--- config.mk ---
export PLATFORM = sky130hd
export DESIGN_NAME = iog_glue_regs
export DESIGN_NICKNAME = d
export VERILOG_FILES = /design/src/hdl/iog_pkg.sv /design/src/hdl/iog_glue_regs.sv
export VERILOG_INCLUDE_DIRS = /design/src /design/src/hdl
export SDC_FILE = /design/constraint.sdc
export NUM_CORES = 1
export LEC_CHECK = 0
export BUFFER_PORTS_ARGS = -buffer_cell sky130_fd_sc_hd__buf_2
export CORE_ASPECT_RATIO = 1.5
export CORE_MARGIN = 2
export CORE_UTILIZATION = 49
export CTS_CLUSTER_DIAMETER = 100
export CTS_CLUSTER_SIZE = 40
export DETAILED_ROUTE_END_ITERATION = 7
export PLACE_DENSITY = 0.73
export SYNTH_ARGS = -nofsm -noshare
export SYNTH_HDL_FRONTEND = slang
export SYNTH_SLANG_ARGS = --single-unit
--- constraint.sdc ---
create_clock -name sys_clk -period 2.3 [get_ports sys_clk]
set_input_delay 0.23 -clock sys_clk [delete_from_list [all_inputs] [get_ports sys_clk]]
set_output_delay 0.23 -clock sys_clk [all_outputs]
set_load 0.05 [all_outputs]
--- src/hdl/iog_cfg.svh ---
// Purpose: offsets, field positions, reset values and timing counts
// Assumes: byte-wide register port, 100 MHz board clock
// Notes: offsets are the printed register offsets
`ifndef IOG_CFG_SVH
`define IOG_CFG_SVH
`define IOG_OFS_PORT_A 8'h10
`define IOG_OFS_PORT_B 8'h11
`define IOG_OFS_PORT_C 8'h12
`define IOG_OFS_MODE_CMD 8'h13
`define IOG_OFS_BUF_FLOAT 8'h14
`define IOG_OFS_TRIG_CMD 8'h15
`define IOG_OFS_TRIG_EN 8'h16
`define IOG_OFS_CHG_FLAGS 8'h17
`define IOG_OFS_DAC_REF 8'h18
`define IOG_OFS_DAC0 8'h04
`define IOG_BIT_CLO_DIR 0
`define IOG_BIT_B_DIR 1
`define IOG_BIT_B_MODE 2
`define IOG_BIT_CHI_DIR 3
`define IOG_BIT_A_DIR 4
`define IOG_BIT_A_MODE_LO 5
`define IOG_BIT_A_MODE_HI 6
`define IOG_BIT_MODE_SET 7
`define IOG_BIT_DAC_TRIG 0
`define IOG_BIT_CONV_TRIG 1
`define IOG_CMD_RESET 8'h9B
`define IOG_TRIG_CMD_MASK 8'h1F
`define IOG_CLK_NS 10
`define IOG_PULSE_NS 1000
`define IOG_PULSE_CYC (`IOG_PULSE_NS / `IOG_CLK_NS)
`define IOG_DAC_CHANNELS 4
`endif

--- src/hdl/iog_pkg.sv ---
// Purpose: types shared by the board glue register bank
// Assumes: nothing beyond the config header
// Notes: group A mode encoding is one-hot; command bits 6:5 select it
package iog_pkg;
   typedef enum logic [2:0] {
      IOG_GA_BASIC = 3'b001,
      IOG_GA_STROBED = 3'b010,
      IOG_GA_BIDIR = 3'b100
   } iog_ga_mode_t;
   typedef enum logic [2:0] {
      IOG_CNT_IDLE = 3'b001,
      IOG_CNT_RUN = 3'b010,
      IOG_CNT_LOW = 3'b100
   } iog_cnt_state_t;
endpackage

--- src/hdl/iog_glue_regs.sv ---
// Purpose: board glue register bank behind byte-wide I/O registers
// Assumes: host strobes are one cycle and synchronous to sys_clk
// Notes: counter pulse width fixed at 1 us; period set by cnt_period
// How it works
// - trigger counter emits 1 us low pulses
// - conversion enable lets pulse start conversion
// - dac enable lets pulse update all dacs
// - stored conversion command keeps five low bits
// - triggered conversions use stored command only
// - ports A, B, C data at consecutive offsets
// - reads show pins if input, latch if output
// - reset makes all ports basic-mode inputs
// - port command register is write-only, eight bits
// - direction bits 0,1,3,4; one means input
// - bits 6:5 group A mode, 2 B, 7 flag
// - bit 6 set makes bit 5 ignored
// - buffer directions follow last command written
// - buffer control bit 0 enters float mode
// - float mode floats every port buffer a mode-set write sets as output
// - same command with bit 7 clear re-enables
// - change flag n sets on port C change
// - reading change flags returns and clears them
// - dac reference enable clears on every reset
// - dac trigger mode holds dac writes until pulse
// - port C change also flagged for status/interrupt
`timescale 1ns/1ps
`default_nettype none
`include "iog_cfg.svh"
module iog_glue_regs
   import iog_pkg::*;
#(
   parameter int DAC_N = `IOG_DAC_CHANNELS,
   parameter int PULSE_CYC = `IOG_PULSE_CYC
) (
   input wire logic sys_clk,
   input wire logic rst,
   input wire logic clk_en,
   input wire logic [7:0] reg_addr,
   input wire logic [7:0] reg_wdata,
   input wire logic reg_wr,
   input wire logic reg_rd,
   output logic [7:0] reg_rdata,
   input wire logic [15:0] cnt_period,
   input wire logic [7:0] port_a_in,
   input wire logic [7:0] port_b_in,
   input wire logic [7:0] port_c_in,
   output logic [7:0] port_a_out,
   output logic [7:0] port_b_out,
   output logic [7:0] port_c_out,
   output logic port_a_oe,
   output logic port_b_oe,
   output logic port_c_hi_oe,
   output logic port_c_lo_oe,
   output logic [2:0] group_a_mode,
   output logic group_b_mode,
   output logic trigger_counter_n,
   output logic conv_start,
   output logic [7:0] conv_cmd,
   output logic [DAC_N*12-1:0] dac_value,
   output logic dac_reference_on,
   output logic port_c_changed
);
   localparam logic [15:0] PULSE_W = 16'(PULSE_CYC);
   logic [7:0] cmd_r;
   logic buffer_float_mode_r;
   logic [3:0] float_r;
   logic [4:0] trig_cmd_r;
   logic conversion_trigger_enable_r;
   logic dac_trigger_enable_r;
   logic [7:0] c_sync_r, c_prev_r, chg_flags_r;
   logic [15:0] cnt_r;
   iog_cnt_state_t cnt_st_r;
   logic tick;
   logic [DAC_N*12-1:0] dac_hold_r;
   logic [3:0] dir_in;
   logic wr_cmd, rd_chg;

   // a, b, c-hi, c-lo direction, one = input
   assign dir_in = {cmd_r[`IOG_BIT_A_DIR], cmd_r[`IOG_BIT_B_DIR],
                    cmd_r[`IOG_BIT_CHI_DIR], cmd_r[`IOG_BIT_CLO_DIR]};
   assign wr_cmd = clk_en && reg_wr && reg_addr == `IOG_OFS_MODE_CMD;
   assign rd_chg = clk_en && reg_rd && reg_addr == `IOG_OFS_CHG_FLAGS;
   assign tick = clk_en && cnt_st_r == IOG_CNT_RUN && cnt_r == 16'h0001;

   // command byte; reset gives basic-mode inputs
   always_ff @(posedge sys_clk) begin
      if (rst) begin
         cmd_r <= `IOG_CMD_RESET;
      end else if (wr_cmd && reg_wdata[`IOG_BIT_MODE_SET]) begin
         cmd_r <= reg_wdata;
      end else if (wr_cmd) begin
         cmd_r <= {1'b0, reg_wdata[6:0]};
      end
   end

   always_ff @(posedge sys_clk) begin
      if (rst) begin
         buffer_float_mode_r <= 1'b0;
      end else if (clk_en && reg_wr && reg_addr == `IOG_OFS_BUF_FLOAT) begin
         buffer_float_mode_r <= reg_wdata[0];
      end
   end

   // float a port that becomes output under a mode-set write
   always_ff @(posedge sys_clk) begin
      if (rst) begin
         float_r <= 4'h0;
      end else if (wr_cmd) begin
         if (reg_wdata[`IOG_BIT_MODE_SET] && buffer_float_mode_r) begin
            float_r <= ~{reg_wdata[`IOG_BIT_A_DIR], reg_wdata[`IOG_BIT_B_DIR],
                         reg_wdata[`IOG_BIT_CHI_DIR],
                         reg_wdata[`IOG_BIT_CLO_DIR]};
         end else if (!reg_wdata[`IOG_BIT_MODE_SET]) begin
            float_r <= 4'h0;
         end
      end
   end

   // buffers drive only when output and not floated
   always_ff @(posedge sys_clk) begin
      if (rst) begin
         {port_a_oe, port_b_oe, port_c_hi_oe, port_c_lo_oe} <= 4'h0;
      end else if (clk_en) begin
         {port_a_oe, port_b_oe, port_c_hi_oe, port_c_lo_oe} <=
            ~dir_in & ~float_r;
      end
   end

   // group modes; bit 6 overrides bit 5
   always_ff @(posedge sys_clk) begin
      if (rst) begin
         group_a_mode <= IOG_GA_BASIC;
         group_b_mode <= 1'b0;
      end else if (clk_en) begin
         if (cmd_r[`IOG_BIT_A_MODE_HI]) begin
            group_a_mode <= IOG_GA_BIDIR;
         end else if (cmd_r[`IOG_BIT_A_MODE_LO]) begin
            group_a_mode <= IOG_GA_STROBED;
         end else begin
            group_a_mode <= IOG_GA_BASIC;
         end
         group_b_mode <= cmd_r[`IOG_BIT_B_MODE];
      end
   end

   // output latches; a mode-set clears them like the port unit does
   always_ff @(posedge sys_clk) begin
      if (rst) begin
         port_a_out <= 8'h00;
         port_b_out <= 8'h00;
         port_c_out <= 8'h00;
      end else if (wr_cmd && reg_wdata[`IOG_BIT_MODE_SET]) begin
         port_a_out <= 8'h00;
         port_b_out <= 8'h00;
         port_c_out <= 8'h00;
      end else if (clk_en && reg_wr) begin
         case (reg_addr)
            `IOG_OFS_PORT_A: port_a_out <= reg_wdata;
            `IOG_OFS_PORT_B: port_b_out <= reg_wdata;
            `IOG_OFS_PORT_C: port_c_out <= reg_wdata;
            default: ;
         endcase
      end
   end

   // trigger enables and stored conversion command
   always_ff @(posedge sys_clk) begin
      if (rst) begin
         trig_cmd_r <= 5'h00;
         conversion_trigger_enable_r <= 1'b0;
         dac_trigger_enable_r <= 1'b0;
         dac_reference_on <= 1'b0;
      end else if (clk_en && reg_wr) begin
         case (reg_addr)
            `IOG_OFS_TRIG_CMD: trig_cmd_r <= reg_wdata[4:0];
            `IOG_OFS_TRIG_EN: begin
               conversion_trigger_enable_r <= reg_wdata[`IOG_BIT_CONV_TRIG];
               dac_trigger_enable_r <= reg_wdata[`IOG_BIT_DAC_TRIG];
            end
            `IOG_OFS_DAC_REF: dac_reference_on <= reg_wdata[0];
            default: ;
         endcase
      end
   end

   // rate generator: low pulse of PULSE_CYC every cnt_period+1 cycles
   always_ff @(posedge sys_clk) begin
      if (rst) begin
         cnt_st_r <= IOG_CNT_IDLE;
         cnt_r <= 16'h0000;
         trigger_counter_n <= 1'b1;
      end else if (clk_en) begin
         case (cnt_st_r)
            IOG_CNT_IDLE: begin
               trigger_counter_n <= 1'b1;
               if (cnt_period > PULSE_W) begin
                  cnt_st_r <= IOG_CNT_RUN;
                  cnt_r <= cnt_period - PULSE_W;
               end
            end
            IOG_CNT_RUN: begin
               if (cnt_r == 16'h0001) begin
                  cnt_st_r <= IOG_CNT_LOW;
                  cnt_r <= PULSE_W;
                  trigger_counter_n <= 1'b0;
               end else begin
                  cnt_r <= cnt_r - 16'h0001;
               end
            end
            IOG_CNT_LOW: begin
               if (cnt_r == 16'h0001) begin
                  cnt_st_r <= IOG_CNT_IDLE;
                  trigger_counter_n <= 1'b1;
               end else begin
                  cnt_r <= cnt_r - 16'h0001;
               end
            end
            default: cnt_st_r <= IOG_CNT_IDLE;
         endcase
      end
   end

   // pulse starts a conversion with the stored command only
   always_ff @(posedge sys_clk) begin
      if (rst) begin
         conv_start <= 1'b0;
         conv_cmd <= 8'h00;
      end else if (clk_en) begin
         conv_start <= tick && conversion_trigger_enable_r;
         if (tick && conversion_trigger_enable_r) begin
            conv_cmd <= {3'b000, trig_cmd_r};
         end
      end
   end

   // dac staging; in trigger mode all outputs move on the pulse
   genvar g;
   generate
      for (g = 0; g < DAC_N; g++) begin : g_dac
         localparam logic [7:0] LO = 8'(`IOG_OFS_DAC0 + 2 * g);
         always_ff @(posedge sys_clk) begin
            if (rst) begin
               dac_hold_r[g*12 +: 12] <= 12'h000;
               dac_value[g*12 +: 12] <= 12'h000;
            end else if (clk_en) begin
               if (reg_wr && reg_addr == LO) begin
                  dac_hold_r[g*12 +: 8] <= reg_wdata;
               end else if (reg_wr && reg_addr == LO + 8'h01) begin
                  dac_hold_r[g*12+8 +: 4] <= reg_wdata[3:0];
               end
               if (dac_trigger_enable_r) begin
                  if (tick) begin
                     dac_value[g*12 +: 12] <= dac_hold_r[g*12 +: 12];
                  end
               end else begin
                  dac_value[g*12 +: 12] <= dac_hold_r[g*12 +: 12];
               end
            end
         end
      end
   endgenerate

   // port C sampled and compared each cycle
   always_ff @(posedge sys_clk) begin
      if (rst) begin
         c_sync_r <= 8'hFF;
         c_prev_r <= 8'hFF;
      end else if (clk_en) begin
         c_sync_r <= port_c_in;
         c_prev_r <= c_sync_r;
      end
   end

   // sticky flags; new change wins over the clearing read
   always_ff @(posedge sys_clk) begin
      if (rst) begin
         chg_flags_r <= 8'h00;
         port_c_changed <= 1'b0;
      end else if (clk_en) begin
         chg_flags_r <= (rd_chg ? 8'h00 : chg_flags_r) |
                        (c_sync_r ^ c_prev_r);
         port_c_changed <= |(c_sync_r ^ c_prev_r);
      end
   end

   // read mux: pins when input, latch when output
   always_ff @(posedge sys_clk) begin
      if (rst) begin
         reg_rdata <= 8'h00;
      end else if (clk_en && reg_rd) begin
         case (reg_addr)
            `IOG_OFS_PORT_A: reg_rdata <= dir_in[3] ? port_a_in : port_a_out;
            `IOG_OFS_PORT_B: reg_rdata <= dir_in[2] ? port_b_in : port_b_out;
            `IOG_OFS_PORT_C: reg_rdata <=
               {dir_in[1] ? port_c_in[7:4] : port_c_out[7:4],
                dir_in[0] ? port_c_in[3:0] : port_c_out[3:0]};
            `IOG_OFS_BUF_FLOAT: reg_rdata <= {7'h00, buffer_float_mode_r};
            `IOG_OFS_CHG_FLAGS: reg_rdata <= chg_flags_r;
            default: reg_rdata <= 8'h00;
         endcase
      end
   end
endmodule
`default_nettype wire

# Word level (Yosys, flattened, before mapping)

Cells that the tools add are included.

Register bits: 207
Input port bits: 61
Output and inout port bits: 100
Word-level logic and storage cells: 151

Add/subtract/negate cells: 2
Order comparisons: 1
Equal/unequal tests: 27
Mux-type cells: 31
Bitwise gates (word level): 10
Reductions and logical operators: 42

Operator list:

| kind                    | number |
|---|---|
| $mux W12                | 8 |
| $eq A8 B5 Y1 const B    | 9 |
| $mux W16                | 3 |
| $pmux W16 S3            | 1 |
| $pmux W8 S5             | 1 |
| $eq A8 B3 Y1 const B    | 4 |
| $eq A8 B4 Y1 const B    | 4 |
| $reduce_and A2 Y1       | 13 |
| $mux W8                 | 3 |
| $logic_and A1 B1 Y1     | 18 |
| $eq A16 B1 Y1 const B   | 1 |
| $gt A16 B7 Y1 const B   | 1 |
| $mux W4                 | 4 |
| $sub A16 B1 Y16 const B | 1 |
| $sub A16 B7 Y16 const B | 1 |
| $mux W7                 | 2 |
| $mux W3                 | 4 |
| $not A4 Y4              | 3 |
| $reduce_and A3 Y1       | 4 |
| $reduce_and A4 Y1       | 3 |
| $pmux W3 S3             | 1 |
| $or A8 B8 Y8            | 1 |
| $reduce_or A8 Y1        | 1 |
| $xor A8 B8 Y8           | 1 |
| 13 further kinds        | 21 |

# Depth between registers and ports, before layout

Word-level depth: 5
Gate-level depth with buffers: 11

# Worst setup path before layout

No wires, ideal clock.

Kind: flip-flop to flip-flop
From: register cnt_r[1]
To: register cnt_r[14]
Data arrival time: 2.240 ns
Required time: 2.169 ns
Slack: -0.070 ns
Stages on the path, launching flop included: 10
Path buffers: 1
Clock period less this slack: 2.370 ns
Path through: dfxtp_1 > inv_1 > ha_1 > or4b_2 > or3_4 > o31ai_4 > buf_4 > nor4_1 > o21ai_0 > a21oi_2

Longest elaborated chain between the ends: 3
Elaborated cells between the ends (all ways): 7
Those cells by class: 1 x add/sub; 2 x eq/ne; 3 x mux; 1 x reduce/logical

Ends and longest elaborated chain:

| element                                           | RTL line             | text |
|---|---|---|
| from (decl)                                       | iog_glue_regs.sv:71  | `logic [15:0] cnt_r;` |
| from (signal assigned)                            | iog_glue_regs.sv:198 | `cnt_r <= cnt_period - PULSE_W;` |
| from (signal assigned)                            | iog_glue_regs.sv:207 | `cnt_r <= cnt_r - 16'h0001;` |
| from (signal assigned)                            | iog_glue_regs.sv:215 | `cnt_r <= cnt_r - 16'h0001;` |
| $sub A16 B1 Y16 or $eq A16 B1 Y1 (tied branches)  | n/a                  |  |
| $mux W16 (tied with other cells)                  | iog_glue_regs.sv:211 | `if (cnt_r == 16'h0001) begin` |
| $pmux W16 S3 or $reduce_and A4 Y1 (tied branches) | n/a                  |  |

Several ways; a longest one is shown, not always the timed one. The select of a mux whose other input is x is not followed.
A chain may end at the register's enable or synchronous reset.

# Worst setup path in the final report

From: register cnt_r[1]
To: register cnt_r[1]

The elaborated chain is that of the path after synthesis.

==> impl_metrics.toml <==
[global_route]
overflow = 0
antenna_found_initial = 0
grt_max_degree = 153
track_usage_pct = 24.82
grt_pass1_vias = 7557
grt_pass1_wl_mm = 38.77

[final_layout]
final_layout_size_suffix_gt1_share_pct = 22.00
final_cells = 1435
n_antenna_cell = 0
final_util_pct = 59.38
fin_nets = 1284
synthToLayoutAreaGrowth_pct = 18.64

[sta]
skew_ns = 0.05820
hold_viol = 0
setup_viol = 0
fin_crit_sh_pct = 97.67
setup_slack_ns = 0.05358
slew_headroom_pct = 54.79
fmax_mhz = 445.2
final.min_clock_period_ns = 2.246
grt_setup_unrepaired = "yes"
final.setup.tns_ns = 0
drv_slew = 0
worst_pin_slew_ns = 0.6781

[placement]
place_ws_ns = -0.09639
gp_congestion = 0.9308
dpl.hpwl_mm = 17.52
port_buffers = 157
dp.cells = 1417

[yosys]
netlist_instances = 1054
synth_cell_types = 64
synth_area_leaders = "dfxtp_1 (46%), mux2i_1 (12%), nand2_1 (7.6%)"
synth_top_cell_area_share_pct = 46.15
synth_most_common_cell = "dfxtp_1"
synth.largest_area_cell = "dfxtp_1"
ys_warn_count = 0
synth-edff-count = 0
synth_seq_area_share_pct = 46.15
ys_ff_latch = 207
syn_area_mm2 = 0.008980
synth_common_cells = "dfxtp_1 (207), nand2_1 (183), nor2_1 (130)"
avgSynthCellArea_um2 = 8.520
ys.flop_type = "dfxtp_1"
synth-async-reset-ratio_pct = 0

[worst_setup_path]
endpoint_kind = "register"
cp_max_fo = 3
required_ns = 2.66
critical_path_class = "register to register"
path_cells = "inv_2, ha_1, or4b_4, or3_4, o31ai_4, buf_4, nor2_1, a211oi_2, a211oi_2"
critPathBufInv = 2
cp.arrival_ns = 2.60
cpPeakStageDelay_ns = 0.48
crit_family = "simple AND/OR/NAND/NOR gates"
cpMostUsedCell = "a211oi_2"
critPathSlowestCell = "or4b_4"
startpoint_type = "register"

[hold_path]
hold_path_class = "primary input to register"

[clock_network]
root_buffer = "clkbuf_16"
cts_tree = "yes"
clk_pin_slew_ns = 0.15
htree_levels = 1
cts_made_buffers = 9
clkSinkCount = 207
cts_buffer_depth = 3
clock_latency_ns = 0.49

[route]
vias = 8012
detail_route.vias_per_cell = 5.583
drc = 0
finalWirelength_mm = 24.86
drtIter0Drc = 527
routedWlPerCell_um = 17.32
dr.pass1.iters = 6
drtAntennaViolNets = 0

[outcome]
status = "finished clean"

[die]
dieArea_mm2 = 0.01945
initial_core_util_pct = 50.05
fp-row-count = 60
coreArea_mm2 = 0.01794
fp.dieH_um = 169.8
ios = 161
die_x_um = 114.5

[power_and_ir_drop]
peakVddDrop_mv = 0.6196
power_mw = 6.669
power.density_mw_per_mm2 = 625.9
leakagePower_nw = 4.485

[job]
drv_cap = 0
==> tightest hold or removal path, cell delays in order <==
cell	delay, ns
buf_2	0.10
mux2i_1	0.07
nand2_1	0.06
==> cells in the final DEF, fill, tap and decap left out, drive strengths merged, types with 6 or more instances in the layout <==
cell type,Yosys,layout
nand3,37,37
xor2,14,14
nor3,16,16
nand2b,6,6
o21ai,34,34
a21oi,98,98
buf,22,223
nand2,183,183
nor2b,9,9
mux2,9,9
nor4,12,12
clkbuf,54,10
dfxtp,207,207
a22oi,9,9
xnor2,7,7
nor2,130,130
mux2i,109,109
inv,9,9
a31oi,12,12
o22ai,11,11
==> registers in the layout, summed over array words and instances (netlist names), 3 cells and up <==
signal and count:
c_prev_r 8, c_sync_r 8, chg_flags_r 8, cmd_r 7, cnt_r 16, cnt_st_r 3, conv_cmd 5, dac_hold_r 48
dac_value 48, float_r 4, group_a_mode 3, port_a_out 8, port_b_out 8, port_c_out 8, reg_rdata 8, trig_cmd_r 5
==> metal layers <==
layer  vias up  GRT usage [%]  wire length [um]
li1       3935              -                 -
met1      3809          29.73              9929
met2       223          45.72             13080
met3        45          2.857              1217
met4         0          7.741               634
met5         -              0                 0
==> stage by stage <==
stage | hold WS (ns) | cell area, um^2
6_report | 0.006885 | 10650
5_1_grt | 0.004365 | 10650
4_1_cts | 0.002572 | 10570
3_5_place_dp | 0.4442 | 10260
3_3_place_gp | 0.4394 | 10260
2_1_floorplan | 0.3589 | 8996
==> area by class of cell <==
type                            instances  area, um^2
Clock buffer                            9       225.2
Clock inverter                          1       30.03
Fill cell                            1601        7288
Inverter                                9       33.78
Multi-Input combinational cell        764        4529
Sequential cell                       207        4145
Tap cell                              217       271.5
Timing Repair Buffer                  228        1419
==> repair_timing <==
action	4_1_cts	5_1_grt
endpoints found under the setup margin	12	55
hold buffers	4	0
gates resized for setup	4	8
gates cloned	0	1
setup buffers	0	3
endpoints found under the hold margin	4	0
pin swaps	1	1
==> power breakdown <==
group	internal, mW	switching (mW)	total, mW
Clock	0.739	1.14	1.88
Combinational	0.411	0.656	1.07
Sequential	3.66	0.0624	3.72
Total	4.81	1.86	6.67
==> cells by family (layout without fill, tap and decap cells) <==
kind of cell | count (synthesis) | count (layout) | share of synthesized area (%)
AO/OA/AOI/OAI | 192 | 192 | 12.99
flip-flops | 207 | 207 | 46.15
adder cells (fa/ha/maj) | 4 | 4 | 0.5574
buffers and inverters | 85 | 247 | 4.055
multiplexers | 118 | 118 | 13.28
AND/OR/NAND/NOR | 426 | 426 | 20.89
other | 1 | 3 | 0.04176
XOR/XNOR | 21 | 21 | 2.048
==> final timing paths <==
kind | start | end | slack (ns) | depth (start not counted)
worst max register to register | cnt_r[1]$_SDFFE_PP0P_ | cnt_r[1]$_SDFFE_PP0P_ | 0.05 | 9
worst max-delay path | cnt_r[1]$_SDFFE_PP0P_ | cnt_r[1]$_SDFFE_PP0P_ | 0.05 | 9
worst min register to register | dac_hold_r[39]$_SDFFE_PP0P_ | dac_value[39]$_SDFFE_PP0P_ | 0.40 | 2
worst min-delay path | port_c_in[3] | c_sync_r[3]$_SDFFE_PP1P_ | 0.007 | 3
Power figures use the tool's default switching activity.
